<file path="config.mk">
export PLATFORM = sky130hd
export DESIGN_NAME = charge_pump_mode_control
export DESIGN_NICKNAME = d
export VERILOG_FILES = /design/src/core/pump_pkg.sv /design/src/core/pump_mode_decode.sv /design/src/core/wb_byte_slave.sv /design/src/core/charge_pump_mode_control.sv
export SDC_FILE = /design/constraint.sdc
export NUM_CORES = 1
export LEC_CHECK = 0
export BUFFER_PORTS_ARGS = -buffer_cell sky130_fd_sc_hd__buf_2
export CAP_MARGIN = 20
export CORE_MARGIN = 3
export CORE_UTILIZATION = 31
export DETAILED_ROUTE_END_ITERATION = 10
export MAX_ROUTING_LAYER = met4
export PLACE_DENSITY = 0.72
export REMOVE_ABC_BUFFERS = 1
export SLEW_MARGIN = 0
export SYNTH_ARGS = -nofsm -noshare
export SYNTH_HDL_FRONTEND = slang
export SYNTH_SLANG_ARGS = --single-unit
</file>
<file path="constraint.sdc">
create_clock -name clk_i -period 1.31 [get_ports clk_i]
set_input_delay 0.0655 -clock clk_i [delete_from_list [all_inputs] [get_ports clk_i]]
set_output_delay 0.0655 -clock clk_i [all_outputs]
set_load 0.01 [all_outputs]
</file>
<file path="src/core/pump_pkg.sv">
// Package for the charge pump mode control block: offsets, field positions, reset values, types.
// Assumes a 32-bit classic Wishbone register bus with byte addressing.
package pump_pkg;

	// The printed offset is not a multiple of four, so it is a register index.
	localparam logic [7:0] MODE_INDEX = 8'h95;
	localparam logic [9:0] MODE_ADDR = {MODE_INDEX, 2'b00};
	localparam logic [7:0] MODE_RESET = 8'h00;
	localparam logic [7:0] WRITE_MASK = 8'hF7;

	localparam int BIT_ENABLE = 0;
	localparam int BIT_ALWAYS_ON = 1;
	localparam int BIT_AUTOMATIC = 2;
	localparam int BIT_STATUS = 3;
	localparam int BIT_EXC_ENABLE = 4;
	localparam int BIT_EXC_LEVEL = 5;
	localparam int BIT_SUPPLY_ENABLE = 6;
	localparam int BIT_COMMON_ENABLE = 7;

	typedef enum logic [1:0] {
		MODE_OFF = 2'b00,
		MODE_REG_ONLY = 2'b01,
		MODE_ALWAYS_ON = 2'b10,
		MODE_AUTO = 2'b11
	} pump_mode_t;

	typedef struct packed {
		logic pump_on;
		logic regulator_on;
		logic analog_supply_on;
		logic excitation_on;
		logic excitation_high;
		logic common_mode_on;
	} analog_ctrl_t;

endpackage

</file>
<file path="src/core/pump_mode_decode.sv">
// Decodes the pump mode and the pump run request from the control bits and the supply comparator.
// Assumes supply_high_i is already synchronous to clk_i.
`timescale 1ns/1ns
`default_nettype none
module pump_mode_decode
(
	// Control bits
	input wire logic enable_i,
	input wire logic always_on_i,
	input wire logic automatic_i,
	// Supply comparator, high while supply is above 4.1V
	input wire logic supply_high_i,
	// Decoded mode and pump request
	output pump_pkg::pump_mode_t mode_o,
	output logic pump_run_o
);

	always_comb
	begin
		if (!enable_i)
			mode_o = pump_pkg::MODE_OFF;
		else if (always_on_i)
			mode_o = pump_pkg::MODE_ALWAYS_ON;
		else if (automatic_i)
			mode_o = pump_pkg::MODE_AUTO;
		else
			mode_o = pump_pkg::MODE_REG_ONLY;
	end

	always_comb
	begin
		unique case (mode_o)
			pump_pkg::MODE_OFF: pump_run_o = 1'b0;
			pump_pkg::MODE_REG_ONLY: pump_run_o = 1'b0;
			pump_pkg::MODE_ALWAYS_ON: pump_run_o = 1'b1;
			pump_pkg::MODE_AUTO: pump_run_o = !supply_high_i;
		endcase
	end

endmodule
`default_nettype wire

</file>
<file path="src/core/wb_byte_slave.sv">
// Classic Wishbone slave front end: one-cycle registered ack, address decode, byte lane 0 select.
// Assumes a single-cycle master that holds the request until ack.
`timescale 1ns/1ns
`default_nettype none
module wb_byte_slave
(
	// Clock and reset
	input wire logic clk_i,
	input wire logic rst_i,
	// Wishbone request
	input wire logic cyc_i,
	input wire logic stb_i,
	input wire logic we_i,
	input wire logic [31:0] adr_i,
	input wire logic [3:0] sel_i,
	// Decoded access: ack and write strobe are one-cycle pulses at the acking edge, hit is a plain address match
	output logic ack_o,
	output logic hit_o,
	output logic wr_o
);

	logic ack_reg;
	logic ack_next;

	always_comb
	begin
		ack_next = cyc_i && stb_i && !ack_reg;
	end

	always_ff @(posedge clk_i)
	begin
		if (rst_i)
			ack_reg <= 1'b0;
		else
			ack_reg <= ack_next;
	end

	// Unmapped addresses still ack and read zero, so a stray access never hangs the bus
	assign ack_o = ack_reg;
	assign hit_o = (adr_i[31:0] == {22'h00_0000, pump_pkg::MODE_ADDR});
	assign wr_o = cyc_i && stb_i && ack_next && we_i && hit_o && sel_i[0];

endmodule
`default_nettype wire

</file>
<file path="src/core/charge_pump_mode_control.sv">
// Charge pump mode register with decode of the analog enables.
// Assumes a classic Wishbone master and a comparator input synchronous to clk_i.
//
// Summary of operation
// - Enable bit clear keeps pump and regulator off; set enables them per mode.
// - Always-on acts only while enabled; set forces pump continuously on.
// - Automatic bit set enables supply-dependent pump control; clear disables it.
// - Read-only status bit shows pump running in automatic mode.
// - Excitation enable bit turns excitation output on or off.
// - Common-mode enable turns common-mode reference and 1.2V output on or off.
// - Enable, always-on, automatic decode into off, regulator-only, always-on or automatic modes.
// - Automatic mode: supply above 4.1V stops pump, status 0; else runs, status 1.
// - Enabled with both mode bits clear: pump off, regulator on.
//
// Local design decision: the Wishbone slave port.
`timescale 1ns/1ns
`default_nettype none
module charge_pump_mode_control
(
	// Clock and reset
	input wire logic clk_i,
	input wire logic rst_i,
	// Wishbone slave
	input wire logic cyc_i,
	input wire logic stb_i,
	input wire logic we_i,
	input wire logic [31:0] adr_i,
	input wire logic [3:0] sel_i,
	input wire logic [31:0] dat_i,
	output logic [31:0] dat_o,
	output logic ack_o,
	// Analog side
	input wire logic supply_high_i,
	output pump_pkg::analog_ctrl_t analog_o,
	output pump_pkg::pump_mode_t mode_o
);

	logic [7:0] mode_reg;
	logic [7:0] mode_next;
	logic status_reg;
	logic status_next;
	logic [31:0] dat_reg;
	logic [31:0] dat_next;
	pump_pkg::analog_ctrl_t analog_reg;
	pump_pkg::analog_ctrl_t analog_next;
	logic hit;
	logic wr;
	logic pump_run;
	pump_pkg::pump_mode_t mode;

	wb_byte_slave wb_byte_slave_i
	(
		.clk_i(clk_i),
		.rst_i(rst_i),
		.cyc_i(cyc_i),
		.stb_i(stb_i),
		.we_i(we_i),
		.adr_i(adr_i),
		.sel_i(sel_i),
		.ack_o(ack_o),
		.hit_o(hit),
		.wr_o(wr)
	);

	pump_mode_decode pump_mode_decode_i
	(
		.enable_i(mode_reg[pump_pkg::BIT_ENABLE]),
		.always_on_i(mode_reg[pump_pkg::BIT_ALWAYS_ON]),
		.automatic_i(mode_reg[pump_pkg::BIT_AUTOMATIC]),
		.supply_high_i(supply_high_i),
		.mode_o(mode),
		.pump_run_o(pump_run)
	);

	always_comb
	begin
		mode_next = mode_reg;
		if (wr)
			mode_next = dat_i[7:0] & pump_pkg::WRITE_MASK;
		// Status is only meaningful in automatic mode, so it reads zero otherwise
		status_next = (mode == pump_pkg::MODE_AUTO) && pump_run;
		analog_next.pump_on = pump_run;
		analog_next.regulator_on = mode_reg[pump_pkg::BIT_ENABLE];
		analog_next.analog_supply_on = mode_reg[pump_pkg::BIT_SUPPLY_ENABLE];
		analog_next.excitation_on = mode_reg[pump_pkg::BIT_EXC_ENABLE];
		analog_next.excitation_high = mode_reg[pump_pkg::BIT_EXC_LEVEL];
		analog_next.common_mode_on = mode_reg[pump_pkg::BIT_COMMON_ENABLE];
		dat_next = 32'h0000_0000;
		if (hit)
		begin
			dat_next[7:0] = mode_reg;
			dat_next[pump_pkg::BIT_STATUS] = status_reg;
		end
	end

	always_ff @(posedge clk_i)
	begin
		if (rst_i)
		begin
			mode_reg <= pump_pkg::MODE_RESET;
			status_reg <= 1'b0;
			dat_reg <= 32'h0000_0000;
			analog_reg <= '0;
		end
		else
		begin
			mode_reg <= mode_next;
			status_reg <= status_next;
			dat_reg <= dat_next;
			analog_reg <= analog_next;
		end
	end

	assign dat_o = dat_reg;
	assign analog_o = analog_reg;
	assign mode_o = mode;

	property p_off;
		@(posedge clk_i) disable iff (rst_i)
		!mode_reg[pump_pkg::BIT_ENABLE] |=> !analog_o.pump_on && !analog_o.regulator_on;
	endproperty
	a_off: assert property (p_off) else $error("pump or regulator on while disabled");

	property p_always_on;
		@(posedge clk_i) disable iff (rst_i)
		mode_reg[pump_pkg::BIT_ENABLE] && mode_reg[pump_pkg::BIT_ALWAYS_ON] |=> analog_o.pump_on;
	endproperty
	a_always_on: assert property (p_always_on) else $error("always-on pump not running");

	property p_auto_high;
		@(posedge clk_i) disable iff (rst_i)
		// Pump flag and status are launched by the same edge, so a later cycle may already see a low supply
		mode == pump_pkg::MODE_AUTO && supply_high_i |=> !analog_o.pump_on && !status_reg;
	endproperty
	a_auto_high: assert property (p_auto_high) else $error("pump runs above threshold");

	property p_auto_low;
		@(posedge clk_i) disable iff (rst_i)
		mode == pump_pkg::MODE_AUTO && !supply_high_i |=> analog_o.pump_on && status_reg;
	endproperty
	a_auto_low: assert property (p_auto_low) else $error("pump idle at low supply");

	property p_reg_only;
		@(posedge clk_i) disable iff (rst_i)
		mode_reg[2:0] == 3'h1 |=> !analog_o.pump_on && analog_o.regulator_on;
	endproperty
	a_reg_only: assert property (p_reg_only) else $error("regulator-only mode wrong");

	property p_priority;
		@(posedge clk_i) disable iff (rst_i)
		mode_reg[2:0] == 3'h7 |-> mode == pump_pkg::MODE_ALWAYS_ON;
	endproperty
	a_priority: assert property (p_priority) else $error("always-on lost priority");

	property p_write;
		@(posedge clk_i) disable iff (rst_i)
		wr |=> mode_reg == ($past(dat_i[7:0]) & pump_pkg::WRITE_MASK) ##1 analog_o.excitation_on == mode_reg[4];
	endproperty
	a_write: assert property (p_write) else $error("write did not update mode");

	property p_levels;
		@(posedge clk_i) disable iff (rst_i)
		1'b1 |=> analog_o.common_mode_on == $past(mode_reg[7]) && analog_o.analog_supply_on == $past(mode_reg[6])
			&& analog_o.excitation_high == $past(mode_reg[5]);
	endproperty
	a_levels: assert property (p_levels) else $error("analog enables mismatch");

	property p_mode_decode;
		@(posedge clk_i) disable iff (rst_i)
		mode_reg[0] && !mode_reg[1] && mode_reg[2] |-> mode == pump_pkg::MODE_AUTO;
	endproperty
	a_mode_decode: assert property (p_mode_decode) else $error("automatic mode not decoded");

	property p_ack_once;
		@(posedge clk_i) disable iff (rst_i)
		ack_o |=> !ack_o;
	endproperty
	a_ack_once: assert property (p_ack_once) else $error("ack held two cycles");

	// Status never reads a stale run flag outside automatic mode
	property p_status_off;
		@(posedge clk_i) disable iff (rst_i)
		mode != pump_pkg::MODE_AUTO |=> !status_reg;
	endproperty
	a_status_off: assert property (p_status_off) else $error("status set outside automatic mode");

	property p_status_ro;
		@(posedge clk_i) disable iff (rst_i)
		wr |=> !mode_reg[pump_pkg::BIT_STATUS];
	endproperty
	a_status_ro: assert property (p_status_ro) else $error("status bit stored by a write");

	property p_read_data;
		@(posedge clk_i) disable iff (rst_i)
		ack_o && hit |-> dat_o[7:0] == {$past(mode_reg[7:4]), $past(status_reg), $past(mode_reg[2:0])};
	endproperty
	a_read_data: assert property (p_read_data) else $error("read data differs from register");

	property p_unmapped_zero;
		@(posedge clk_i) disable iff (rst_i)
		ack_o && !hit |-> dat_o == 32'h0000_0000;
	endproperty
	a_unmapped_zero: assert property (p_unmapped_zero) else $error("unmapped read not zero");

	// A registered ack answers every new request in the next cycle, so the bus never stalls
	property p_ack_answer;
		@(posedge clk_i) disable iff (rst_i)
		cyc_i && stb_i && !ack_o |=> ack_o;
	endproperty
	a_ack_answer: assert property (p_ack_answer) else $error("request not acked");

	property p_ignored_write;
		@(posedge clk_i) disable iff (rst_i)
		cyc_i && stb_i && we_i && !ack_o && (!sel_i[0] || !hit) |=> mode_reg == $past(mode_reg);
	endproperty
	a_ignored_write: assert property (p_ignored_write) else $error("ignored write changed mode");

	property p_excitation;
		@(posedge clk_i) disable iff (rst_i)
		1'b1 |=> analog_o.excitation_on == $past(mode_reg[pump_pkg::BIT_EXC_ENABLE]);
	endproperty
	a_excitation: assert property (p_excitation) else $error("excitation enable mismatch");

	property p_regulator;
		@(posedge clk_i) disable iff (rst_i)
		1'b1 |=> analog_o.regulator_on == $past(mode_reg[pump_pkg::BIT_ENABLE]);
	endproperty
	a_regulator: assert property (p_regulator) else $error("regulator does not follow enable");

	// No disable here, so the reset branch itself is checked
	property p_reset_values;
		@(posedge clk_i)
		rst_i |=> mode_reg == pump_pkg::MODE_RESET && analog_o == '0 && !ack_o && dat_o == 32'h0000_0000;
	endproperty
	a_reset_values: assert property (p_reset_values) else $error("state not cleared by reset");

	c_auto: cover property (@(posedge clk_i) disable iff (rst_i) mode == pump_pkg::MODE_AUTO && status_reg);
	c_always: cover property (@(posedge clk_i) disable iff (rst_i) mode == pump_pkg::MODE_ALWAYS_ON);
	c_write: cover property (@(posedge clk_i) disable iff (rst_i) wr ##1 ack_o);
	c_reg_only: cover property (@(posedge clk_i) disable iff (rst_i) mode == pump_pkg::MODE_REG_ONLY);
	c_auto_stop: cover property (@(posedge clk_i) disable iff (rst_i)
		mode == pump_pkg::MODE_AUTO && supply_high_i ##1 !analog_o.pump_on);

endmodule
`default_nettype wire

</file>
# After elaboration in Yosys (flattened, before gate mapping)
# Index checks and enable logic that the tools add are counted.
[op_classes] n_eq_ne=4 mux=4 bitwise=1 reduce_logical=12
[ops] op="== test 32 x 10 -> 1 bit (second input constant)" count=1
[ops] op="logical AND 1 bit" count=7
[ops] op="2-to-1 mux 2 bit" count=3
[ops] op="== test 2 bit (second input constant)" count=2
[ops] op="OR reduction 2 bit" count=2
[ops] op="one-hot mux 1 bit (3 select lines)" count=1
[ops] op="== test 2 x 1 -> 1 bit (second input constant)" count=1
[ops] op="zero test 1 bit" count=2
[ops] op="zero test 2 bit" count=1
[ops] op="NOT 1 bit" count=1
[totals] regBits=47 inputBits=74 output_inout_bits=41 elab_cells=32

# Logic depth before layout (Yosys ltp)
[depth] depth_word=7 ltp_mapped=5

# By module
# From an unflattened synthesis, not the netlist that was laid out.
[hier_totals] hier_cells=99 area_unflattened_um2=1012.2
[by_module_without_submodules] module="charge_pump_mode_control" n_inst=1 cells_each=79 area_per_inst_um2=845.8 seq_area_each_um2=440.4
[by_module_without_submodules] module="wb_byte_slave" n_inst=1 cells_each=16 area_per_inst_um2=138.9 seq_area_each_um2=20.0
[by_module_without_submodules] module="pump_mode_decode" n_inst=1 cells_each=4 area_per_inst_um2=27.5 seq_area_each_um2=0.0

# Least setup slack after synthesis
# OpenSTA, ideal clock, no wires.
[synth_path] kind="reg2reg" startpoint="reg wb_byte_slave_i.ack_reg (netlist: wb_byte_slave_i.ack_o)" endpoint="reg mode_reg[0]" setup_time_ps=72 arrival_ps=1258 setup_slack_ps=-20 stages_incl_launch_ff=4 period_less_slack_ps=1330 cell_sequence="dfxtp_1 > or3_1 > nor3_4 > mux2i_1"
[synth_between] elab_chain_cells=6
[synth_lines] item="from (decl)" line_no="wb_byte_slave.sv:22" text="logic ack_reg;"
[synth_lines] item="from (signal assigned)" line_no="wb_byte_slave.sv:35" text="ack_reg <= ack_next;"
[synth_lines] item="zero test 1 bit" line_no="wb_byte_slave.sv:27" text="ack_next = cyc_i && stb_i && !ack_reg;"
[synth_lines] item="logical AND 1 bit" line_no="wb_byte_slave.sv:27"
[synth_lines] item="logical AND 1 bit (4 in a row)" line_no="wb_byte_slave.sv:41" text="assign wr_o = cyc_i && stb_i && ack_next && we_i && hit_o && sel_i[0];"
[synth_lines] item="to (signal assigned)" line_no="charge_pump_mode_control.sv:100" text="mode_reg <= pump_pkg::MODE_RESET;"
[synth_lines] item="to (signal assigned)" line_no="charge_pump_mode_control.sv:107" text="mode_reg <= mode_next;"
[synth_lines] item="to (decl)" line_no="charge_pump_mode_control.sv:38" text="logic [7:0] mode_reg;"
# No other way between the ends.
# A chain may end at the register's enable or synchronous reset.

# Worst setup path in the final report
# Ends and elaborated chain as after synthesis.

==> impl_results.md <==
- Status: completed
- Setup CP Type: flip-flop to flip-flop
- GP Congestion: around 0.7
- Leak Pwr: 0.000731 uW
- Net Switching: between 200 and 300 uW
- Synth-to-layout area growth: 35.2%
- Flop pwr share: roughly three fifths
- Switching power share of the total: between 20% and 30%
- Final hold viol count: 0
- Final net count: between 200 and 300
- First-pass GRT wire length: roughly 3400 um
- Port bufs: 62
- Drt first pass iters: 4
- Unrepaired setup endpoints after global routing: true
- Worst vdd ir: about 450 uV
- Crit Path Max Fanout: 5
- Die W: 64.7 um
- Worst setup SP type: flip-flop
- Final period utilization: between 90% and 100%
- Commonest non-fill, non-tap cell in the layout: buf_2
- Die Ht: between 60 and 70 um
- Antenna Violating Nets Remaining: 0
- Clk network pwr share: between 20 and 30%
- Post-Synthesis Cells: approximately 110
- Clk Tree Root Cell: clkbuf_4
- Io pins: approximately 120
- Tot GR Track Use: between 10 and 15%
- Maxcap violations: 0
- Synth top area cells: dfxtp_1, buf_4, nand2b_1
- Share of post-route cells with drive strength above 1: around 46%
- Multi-input logic area: 487 um^2
- Register area: 462 um^2
- Post-Route WL: 2280 um
- Leading area contributor after synthesis: dfxtp_1
- # rows: 20
- Syn avg cell area: approximately 10 um^2
- Finished Core Util: between 40 and 50%
- Inserted Diodes: 0
- Global route overflow: 0
- Critical path arrival: approximately 1.5 ns
- Register area share after synthesis: 43.1%
- Largest net degree at the start of global routing: 19
- HP Class: input pin to flip-flop
- Final Power: about 1200 uW
- Core footprint: 3180 um^2
- Number of unique standard cell types used by synthesis: 23
- Gate power share: around an eighth
- Post-Syn Area: approximately 1100 um^2
- Largest register FFs: 8
- Top cell type's share of synthesized area: a little over two fifths
- WHS: 0.00991 ns
- Power Internal: around 890 uW
- Full die area: between 4000 and 5000 um^2
- Number of buffers created by CTS: 3
- Starting Density: about a third
- Via/cell ratio: a little under 4
- Vias: around 870
- Layout fillers: between 300 and 400
- Post-DP HPWL: about 1900 um
- Synth Warn #: 0
- # clock sinks: 23
- H-tree depth: 1
- # setup viols final: 0
- Minimum clock period: roughly 1.3 ns
- Clk slew on worst S/H paths: around 0.12 ns
- Vias in the first global route: 790
- DRC: 0
- Initial antenna violation count: 0
- Maximum clock insertion buffer count: 2
- Setup ws final: approximately 0.049 ns
- Drt initial violations: 38
- Pre-CTS setup slack: -0.0702 ns
- CTS tree: yes
- Worst-Skew Late Latency: between 0.3 and 0.4 ns
- Achievable frequency: 0.793 GHz
- Power per cell area: between 800 and 900 nW/um^2
- Most frequent cells in the layout: buf_2, conb_1, dfxtp_1
- DR WL/cell: a little over 10 um
- Slew Limit Fails: 0
- Crit end category: flip-flop
- Flops & latches, synth: 23
- Worst Skew: 0.00333 ns
- Req. time, crit path: about 1.6 ns
critical path, stage by stage, from the launching register on:
cell     delay, ns
dfxtp_2       0.34
or3_4         0.34
nor3_4        0.20
buf_12        0.16
mux2i_1       0.17
synthesized netlist by cell type:
cell type / instances
nor3_1: 2
nor4_2: 4
nor2b_1: 1
nor2_1: 6
nand4_1: 2
inv_1: 6
buf_4: 24
nand2_1: 2
or2_1: 1
nor3_4: 1
o21a_1: 1
or3_1: 1
buf_2: 1
conb_1: 1
nor3b_2: 3
nor4b_2: 2
nor4bb_1: 1
clkbuf_1: 1
dfxtp_1: 23
mux2i_1: 7
nand2b_1: 14
nor4_1: 1
a21oi_1: 1
metrics by stage:
| stage | cell area, um^2 | setup TNS [ns] | std cells |
|---|---|---|---|
| after CTS | 1430 | -0.179 | 219 |
| after floorplan | 965 | -0.137 | 103 |
| after global placement | 1360 | -0.0595 | 211 |
| final | 1440 | 0 | 220 |
| after detailed placement | 1360 | -0.414 | 211 |
| after global routing | 1440 | -0.118 | 220 |
routing by layer:
layer	vias to the layer above	global-route usage [%]	part of all wire (%)
met5	-	-	0
met4	0	0.792	0
met3	0	5.37	15
met2	63	18.2	47
met1	363	12.0	38
li1	440	-	-
power by group through the flow:
stage          logic (uW)  clock network (uW)  registers, uW
6_report              149                 323            701
5_1_grt               164                 371            702
4_1_cts               145                 340            701
3_5_place_dp          135                   0            717
3_3_place_gp          134                   0            717
2_1_floorplan        53.2                   0            717
area by class of cell:
| type | instances | area share [%] |
|---|---|---|
| Clock buffer | 3 | 1.56 |
| Clock inverter | 1 | 0.347 |
| Inverter | 6 | 1.56 |
| Multi-Input combinational cell | 74 | 33.7 |
| Sequential cell | 23 | 32.0 |
| Tap cell | 44 | 3.82 |
| Timing Repair Buffer | 69 | 27.0 |
final timing paths:
path                                            start          end  slack (ns)  cells past startpoint
worst max-delay path            wb_byte_slave_i.ack_o  mode_reg[0]        0.05                      4
worst min-delay path                         dat_i[2]  mode_reg[2]        0.01                      3
worst max register to register  wb_byte_slave_i.ack_o  mode_reg[0]        0.05                      4
worst min register to register             status_reg     dat_o[3]        0.48                      1
what timing repair did:
item | in CTS | in global routing
hold buffers | 3 | 1
setup endpoints to repair | 7 | 7
pin swaps | 2 | 1
buffers inserted | 1 | 0
endpoints found under the hold margin | 3 | 1
resized for setup | 3 | 0
kinds of logic after synthesis:
logic type             Yosys count  share of synthesized area, %
multiplexers                     7                          6.57
other                            1                         0.351
buffers and inverters           32                          19.8
AO/OA/AOI/OAI                    2                          1.17
AND/OR/NAND/NOR                 41                          29.0
flip-flops                      23                          43.1
Power figures use the tool's default switching activity.
